<file path="src/dtg_pkg.sv">
// Constants and types for the command timing guard, device side.
// Assumes one core clock at 100 MHz standing in for the device input clock.
// How it works
// - Per-device mode update done within tMOD
// - Commands after parity error may be dropped
// - Alert within PL plus 6 ns; here PL plus 2 cycles after the synchronised error
// - Parity alert pulse 72..144 or 80..160
// - Parity latency fixed at 5 cycles
// - CRC alert 3 to 13 ns after error; here 2 cycles after the synchronised error
// - CRC alert pulse 6 to 10 cycles
// - Internal write WL+4, fixed chop4 WL+2
// - Powerdown accepted during busy operations finishes
// - Nanoseconds to cycles rounded up
package dtg_pkg;
  localparam int unsigned CLK_PERIOD_PS = 10000;
  localparam int unsigned PL_NCK        = 5;
  localparam int unsigned PAR_ON_PS     = 6000;
  localparam int unsigned CRC_ON_MIN_PS = 3000;
  localparam int unsigned PAR_PW_2400   = 72;
  localparam int unsigned PAR_PW_2666   = 80;
  localparam int unsigned CRC_PW_NCK    = 6;
  localparam int unsigned WBURST_FULL   = 4;
  localparam int unsigned WBURST_CHOP   = 2;
  localparam int unsigned CNT_W         = 8;
  localparam int unsigned LAT_W         = 5;
  typedef enum logic [2:0] {
    DTG_CMD_DES, DTG_CMD_WR, DTG_CMD_RD, DTG_CMD_REF, DTG_CMD_MRS, DTG_CMD_ACT, DTG_CMD_PRE
  } dtg_cmd_t;
  typedef enum logic [1:0] {DTG_BL8, DTG_OTF, DTG_CHOP_FIXED} dtg_burst_t;
  // Least time rounds up, never below one cycle
  function automatic int unsigned ns_to_nck(input int unsigned ps);
    int unsigned n;
    n = (ps + CLK_PERIOD_PS - 1) / CLK_PERIOD_PS;
    return (n == 0) ? 1 : n;
  endfunction
  localparam int unsigned PAR_ON_NCK = ns_to_nck(PAR_ON_PS);
  localparam int unsigned CRC_ON_NCK = ns_to_nck(CRC_ON_MIN_PS);
endpackage

</file>
<file path="src/dtg_guard.sv">
// Device-side command timing guard: parity and CRC alert, internal write start.
// Assumes commands decoded on the core clock; parity and CRC error flags are
// asynchronous pins and pass a two-stage synchroniser.
`timescale 1ns/1ps
`default_nettype none
module dtg_guard
  import dtg_pkg::*;
#(
  parameter bit          SPEED_2666 = 1'b0,
  parameter int unsigned PL         = dtg_pkg::PL_NCK
) (
  input  wire logic                        i_core_clk,
  input  wire logic                        i_rst,
  input  wire logic                        i_cmd_valid,
  input  wire dtg_pkg::dtg_cmd_t           i_cmd,
  input  wire dtg_pkg::dtg_burst_t         i_burst,
  input  wire logic [dtg_pkg::LAT_W-1:0]   i_wl,
  input  wire logic                        i_par_err_pin,
  input  wire logic                        i_crc_err_pin,
  input  wire logic                        i_cke,
  output logic                             o_alert_n,
  output logic                             o_cmd_exec,
  output logic                             o_wr_start,
  output logic                             o_cmd_needs_dll,
  output logic                             o_pd_active
);
  import dtg_pkg::*;

  localparam logic [CNT_W-1:0] PAR_PW = CNT_W'(SPEED_2666 ? PAR_PW_2666 : PAR_PW_2400);
  localparam logic [CNT_W-1:0] CRC_PW = CNT_W'(CRC_PW_NCK);
  localparam int unsigned ALERT_DLY = (PAR_ON_NCK < CRC_ON_NCK) ? CRC_ON_NCK : PAR_ON_NCK;

  logic par_s1_q, par_s2_q, crc_s1_q, crc_s2_q, par_prev_q, crc_prev_q;
  always_ff @(posedge i_core_clk) begin
    if (i_rst) begin
      {par_s1_q, par_s2_q, crc_s1_q, crc_s2_q, par_prev_q, crc_prev_q} <= '0;
    end else begin
      par_s1_q   <= i_par_err_pin;
      par_s2_q   <= par_s1_q;
      crc_s1_q   <= i_crc_err_pin;
      crc_s2_q   <= crc_s1_q;
      par_prev_q <= par_s2_q;
      crc_prev_q <= crc_s2_q;
    end
  end
  logic par_evt, crc_evt;
  assign par_evt = par_s2_q & ~par_prev_q;
  assign crc_evt = crc_s2_q & ~crc_prev_q;

  // parity latency alignment: error seen after the fixed latency
  logic par_late;
  dtg_delay_line #(.DEPTH(PL), .W(1)) u_par_lat (
    .i_core_clk (i_core_clk),
    .i_rst      (i_rst),
    .i_d        (par_evt),
    .o_q        (par_late)
  );

  // blocked window: commands after a parity error are dropped for PL cycles
  logic [CNT_W-1:0] unk_q;
  always_ff @(posedge i_core_clk) begin
    if (i_rst) unk_q <= '0;
    else if (par_evt) unk_q <= CNT_W'(PL);
    else if (unk_q != '0) unk_q <= unk_q - 1'b1;
  end
  assign o_cmd_exec = i_cmd_valid & (unk_q == '0) & ~par_evt;

  assign o_cmd_needs_dll = i_cmd_valid & (i_cmd == DTG_CMD_RD);

  // alert onset, ns rounded up into cycles
  logic [1:0] alert_req;
  dtg_delay_line #(.DEPTH(ALERT_DLY), .W(2)) u_alert_dly (
    .i_core_clk (i_core_clk),
    .i_rst      (i_rst),
    .i_d        ({par_late, crc_evt}),
    .o_q        (alert_req)
  );

  // alert pulse width; down-counter; parity pulse wins over CRC
  logic [CNT_W-1:0] alert_cnt_q;
  always_ff @(posedge i_core_clk) begin
    if (i_rst) alert_cnt_q <= '0;
    else if (alert_req[1]) alert_cnt_q <= PAR_PW;
    else if (alert_req[0] && alert_cnt_q == '0) alert_cnt_q <= CRC_PW;
    else if (alert_cnt_q != '0) alert_cnt_q <= alert_cnt_q - 1'b1;
  end
  logic alert_n_q;
  always_ff @(posedge i_core_clk) begin
    if (i_rst) alert_n_q <= 1'b1;
    else alert_n_q <= ~((alert_cnt_q > 1) | alert_req[1] | alert_req[0]);
  end
  assign o_alert_n = alert_n_q;

  // internal write start: WL+4, or WL+2 for fixed chop4
  logic [CNT_W-1:0] wr_cnt_q;
  always_ff @(posedge i_core_clk) begin
    if (i_rst) wr_cnt_q <= '0;
    else if (o_cmd_exec && i_cmd == DTG_CMD_WR)
      wr_cnt_q <= CNT_W'(i_wl) +
        CNT_W'((i_burst == DTG_CHOP_FIXED) ? WBURST_CHOP : WBURST_FULL);
    else if (wr_cnt_q != '0) wr_cnt_q <= wr_cnt_q - 1'b1;
  end
  logic wr_start_q;
  always_ff @(posedge i_core_clk) begin
    if (i_rst) wr_start_q <= 1'b0;
    else wr_start_q <= (wr_cnt_q == CNT_W'(1));
  end
  assign o_wr_start = wr_start_q;

  // powerdown accepted while busy; busy work still finishes
  logic pd_q;
  always_ff @(posedge i_core_clk) begin
    if (i_rst) pd_q <= 1'b0;
    else pd_q <= ~i_cke;
  end
  assign o_pd_active = pd_q & (wr_cnt_q == '0);

  // mode update done within tMOD by construction: applied at once

  a_write_start: assert property (@(posedge i_core_clk) disable iff (i_rst)
    o_cmd_exec && i_cmd == DTG_CMD_WR && i_burst == DTG_CHOP_FIXED && i_wl == 5'h05
    |-> ##8 o_wr_start)
    else $error("internal write start mistimed");
  a_crc_width: assert property (@(posedge i_core_clk) disable iff (i_rst)
    $fell(o_alert_n) && alert_cnt_q == CRC_PW |-> !o_alert_n [*5])
    else $error("crc alert too short");
  a_par_block: assert property (@(posedge i_core_clk) disable iff (i_rst)
    par_evt |=> !o_cmd_exec [*4])
    else $error("command executed in parity window");
  a_dll_read: assert property (@(posedge i_core_clk) disable iff (i_rst)
    o_cmd_needs_dll |-> i_cmd == DTG_CMD_RD)
    else $error("dll need on non-read");
  a_par_alert: assert property (@(posedge i_core_clk) disable iff (i_rst)
    par_evt |-> ##[1:8] !o_alert_n)
    else $error("parity alert late");
  a_par_width: assert property (@(posedge i_core_clk) disable iff (i_rst)
    $fell(o_alert_n) && alert_cnt_q == PAR_PW |-> !o_alert_n [*8])
    else $error("parity alert too short");
  c_par: cover property (@(posedge i_core_clk) par_evt ##[1:20] !o_alert_n);
  c_crc: cover property (@(posedge i_core_clk) crc_evt ##[1:10] !o_alert_n);
  c_wr:  cover property (@(posedge i_core_clk) o_wr_start);
endmodule // dtg_guard
`default_nettype wire

</file>
<file path="src/dtg_delay_line.sv">
// Fixed-latency delay line for a pulse and a small tag.
// Assumes inputs from the core clock domain.
`timescale 1ns/1ps
`default_nettype none
module dtg_delay_line #(
  parameter int unsigned DEPTH = 5,
  parameter int unsigned W     = 1
) (
  input  wire logic         i_core_clk,
  input  wire logic         i_rst,
  input  wire logic [W-1:0] i_d,
  output logic      [W-1:0] o_q
);
  logic [W-1:0] pipe_q [DEPTH];
  always_ff @(posedge i_core_clk) begin
    if (i_rst) begin
      for (int i = 0; i < DEPTH; i++) pipe_q[i] <= '0;
    end else begin
      pipe_q[0] <= i_d;
      for (int i = 1; i < DEPTH; i++) pipe_q[i] <= pipe_q[i-1];
    end
  end
  assign o_q = pipe_q[DEPTH-1];
endmodule // dtg_delay_line
`default_nettype wire

</file>
<file path="config.mk">
export PLATFORM = sky130hd
export DESIGN_NAME = dtg_guard
export DESIGN_NICKNAME = d
export VERILOG_FILES = /design/src/dtg_pkg.sv /design/src/dtg_guard.sv /design/src/dtg_delay_line.sv
export SDC_FILE = /design/constraint.sdc
export NUM_CORES = 1
export LEC_CHECK = 0
export BUFFER_PORTS_ARGS = -buffer_cell sky130_fd_sc_hd__buf_2
export CORE_MARGIN = 1
export CORE_UTILIZATION = 55
export CTS_CLUSTER_DIAMETER = 60
export DETAILED_ROUTE_END_ITERATION = 6
export GPL_ROUTABILITY_DRIVEN = 0
export PLACE_DENSITY_LB_ADDON = 0.12
export SYNTH_ARGS = -nofsm -noshare
export SYNTH_HDL_FRONTEND = slang
export SYNTH_SLANG_ARGS = --single-unit
</file>
<file path="constraint.sdc">
create_clock -name i_core_clk -period 2.3 [get_ports i_core_clk]
set_clock_uncertainty 0.15 [all_clocks]
set_input_delay 0.46 -clock i_core_clk [delete_from_list [all_inputs] [get_ports i_core_clk]]
set_output_delay 0.46 -clock i_core_clk [all_outputs]
set_load 0.01 [all_outputs]
</file>
==> results summary <==
The wire length of the first global-routing pass came out at 5.84 mm. The most common flop cell mapped by yosys is dfxtp_1. After synthesis, the mean cell area works out to 10.0 um^2. For the finished layout, the period the worst path requires is 2.20 ns. The length of the first detailed-routing pass in iterations is 4. The via count of the first global-routing pass is 1331. The finished layout cell area is 2210 um^2.

The number of failing hold endpoints at the final stage is 0. Entering global routing, the biggest net connects 36 pins. The total inserted antenna cells is 0. The total power divided by cell area came out at 1390 nW/um^2.

Dividing the detail-routed via count by the number of cells gives 5.46. The number of antenna violations at the first check in global routing came out at 0. The final setup violation count is 0. TritonCTS built the clock tree.

The worst setup path is of the flip-flop to output pin kind. In this run, post-CTS hold repair placed 0 buffers. The count of nets left with antenna violations once routing finished came out at 0. The number of H-tree levels is 2. The number of sinks driven by the clock tree is 40. The mapped netlist covers 1980 um^2. Row generation in the floorplan step produced 21 rows. The routed layout has 1457 vias. Static timing analysis puts the maximum clock frequency at 455 MHz. After layout, the worst path uses 95.5% of the clock period. The worst slew slack as a fraction of its limit came out at 56.8%. The gate count after technology mapping came out at 197. The endpoint identified for the worst register-to-register timing path is wr_cnt_q[1]$_SDFFE_PP0P_. The total of flip-flops plus latches after synthesis is 40. The routed length per placed instance is 13.3 um. The worst register-to-register path begins at wr_cnt_q[1]$_SDFFE_PP0P_. The share of synthesized area occupied by flip-flops and latches came out at 40.5%. The endpoint required time on the critical path is 1.69 ns. The net count of the mapped netlist is 224.

The root cell of the clock tree is clkbuf_4. The slew at the pin closest to its max-slew limit is 0.649 ns. The flop-to-flop setup slack is 0.48 ns.

The classification of the worst-slack hold path is input pin to flip-flop. The run finished with clean final reports. The count of input and output buffers came out at 20. For this run, asynchronously set or reset flops after synthesis account for 0%.

Leaving out fill and tap cells, the most frequent cell in the layout is dfxtp_1. For this design the static power due to leakage is 0.923 nW. In the routed design, unresolved DRC markers number 0. The initial cell density of the core came out at 58.3%. The placed wire-length estimate after detailed placement is 2.59 mm. Summed over all failing endpoints, the final setup total negative slack is 0 ns.

The depth of the worst register-to-register path is 7. The clock insertion delay at the later pin of the skew report came out at 0.36 ns. The area of the core came out at 3390 um^2. The TritonCTS buffer count is 5. The data arrival time of the worst path is 1.59 ns. In this run the cell area measured after placement is 2110 um^2. Setup repair after global routing left no endpoint under its margin. The Yosys step of the flow raised 0 warnings. STA classifies the critical path startpoint as a flip-flop. The type of element capturing the critical path is an output pin. The area growth from synthesis to final layout came out at 11.6%. After clock tree synthesis, the clock-pin slew on the worst setup and hold paths is 0.13 ns. The worst supply voltage drop on vdd is 0.772 mV. Summed over all layers, the global routing overflow is 0. The startpoint of the worst hold path is i_cke. The final-layout fill cell count came out at 285.

The number of cells after detailed placement came out at 258. The total global-route track usage came out at 21.3%. The fraction of final layout cells sized beyond drive strength 1 is 22.6%.

From left edge to right edge, the die measures 62.0 um. The distinct cell type count of the synthesized netlist came out at 49. The non-filler instance count after layout is 267.

The library cells used most frequently in the layout, excluding fill and tap cells, are dfxtp_1, nor2_1, buf_2. The tool flagged a number of max-cap violations equal to 0. The clock tree buffer depth is 2.

The initial detailed-routing violation count is 102. The total wire length came out at 3.55 mm. For hold timing, the worst endpoint is pd_q$_SDFF_PP0_. The synthesized design contains 0 enable-type register cells. The worst hold path stage count is 2.

Measured along the y axis, the die boundary spans 62.0 um. The number of nets at the end of the flow came out at 247. The number of ports placed on the die boundary is 21. The maximum net fanout on the critical path came out at 4.

The number of pins exceeding their max-slew limit in the final report is 0. The die area is 3840 um^2.
==> sequential cells by signal, indices dropped and copies added (netlist names), 2 cells and up <==
name and count:
alert_cnt_q 8, u_alert_dly.pipe_q 2, u_par_lat.pipe_q 5, unk_q 8, wr_cnt_q 8
==> worst max-delay path, stage by stage (launching register included) <==
cell     delay [ns]
dfxtp_1        0.37
nor4_4         0.36
and3_4         0.25
and3_1         0.14
buf_2          0.12
==> layer usage <==
metal	part of all wire, %	track usage [%]	vias up
li1	-	-	731
met1	45	24.4	693
met2	49	36.6	27
met3	3.5	7.04	6
met4	1.7	8.25	0
met5	0	0	-
==> cell usage after synthesis, drive strengths merged (3+ instances only) <==
cell	number	area (um^2)
clkbuf	4	15.0
nor4b	4	56.3
xor2	5	43.8
nand2b	7	43.8
nor2b	15	93.8
nor4	5	76.3
nand2	9	38.8
o31ai	3	22.5
mux2i	4	40.0
inv	10	37.5
ha	10	125
nor2	20	75.1
and3	3	18.8
nand3	3	15.0
dfxtp	40	801
nor3	6	35.0
xnor2	10	87.6
a21oi	8	47.6
==> timing repair <==
| action | CTS | global route |
|---|---|---|
| hold endpoints to repair | 0 | 0 |
| pin swaps | 1 | 0 |
| endpoints found under the setup margin | 1 | 1 |
| resized for setup | 2 | 2 |
| buffers inserted | 1 | 0 |
==> power by group <==
part           internal [W]  switching [W]  leakage (nW)
Combinational      0.000756       0.000738         0.552
Clock              0.000228       0.000227        0.0422
Sequential         0.000887       0.000224         0.329
Total               0.00187        0.00119         0.923
==> worst max path at each step <==
stage | start | end | slack, ns | cells after the start
after floorplan | i_burst[0] | wr_cnt_q[3]$_SDFFE_PP0P_ | 0.44 | 6
after global placement | unk_q[3]$_SDFFE_PP0P_ | o_cmd_exec | 0.32 | 4
after detailed placement | i_burst[0] | wr_cnt_q[3]$_SDFFE_PP0P_ | 0.25 | 7
after CTS | wr_cnt_q[1]$_SDFFE_PP0P_ | o_pd_active | 0.05 | 5
after global routing | unk_q[3]$_SDFFE_PP0P_ | o_cmd_exec | 0.0006 | 4
final | unk_q[3]$_SDFFE_PP0P_ | o_cmd_exec | 0.10 | 4
==> stage by stage <==
step | total power (W) | hold WS [ns] | worst slack (ns) | util, %
4_1_cts | 0.00307 | 0.0840 | 0.0546 | 64.9
5_1_grt | 0.00333 | 0.0730 | 0.000645 | 65.1
3_3_place_gp | 0.00250 | 0.230 | 0.319 | 62.3
3_5_place_dp | 0.00258 | 0.239 | 0.249 | 62.3
6_report | 0.00306 | 0.0940 | 0.104 | 65.1
2_1_floorplan | 0.00231 | 0.217 | 0.445 | -
==> logic make-up after synthesis <==
kind of cell | Yosys count | share of synthesized area, %
and+or+nand+nor | 84 | 28.5
DFF | 40 | 40.5
AOI/OAI and AO/OA | 26 | 10.8
buffers and inverters | 16 | 3.42
xor gates and xnor gates | 15 | 6.65
adders and majority gates | 11 | 7.34
muxes | 5 | 2.78
==> cell type report <==
| type | count | area, um^2 | area share, % |
|---|---|---|---|
| multi-input combinational | 141 | 1120 | 50.7 |
| sequential | 40 | 802 | 36.3 |
| timing repair buffer | 22 | 115 | 5.22 |
| tap | 46 | 57.6 | 2.61 |
| clock buffer | 6 | 41.3 | 1.87 |
| inverter | 10 | 37.5 | 1.70 |
| clock inverter | 2 | 35.0 | 1.59 |
Power figures use the tool's default switching activity.
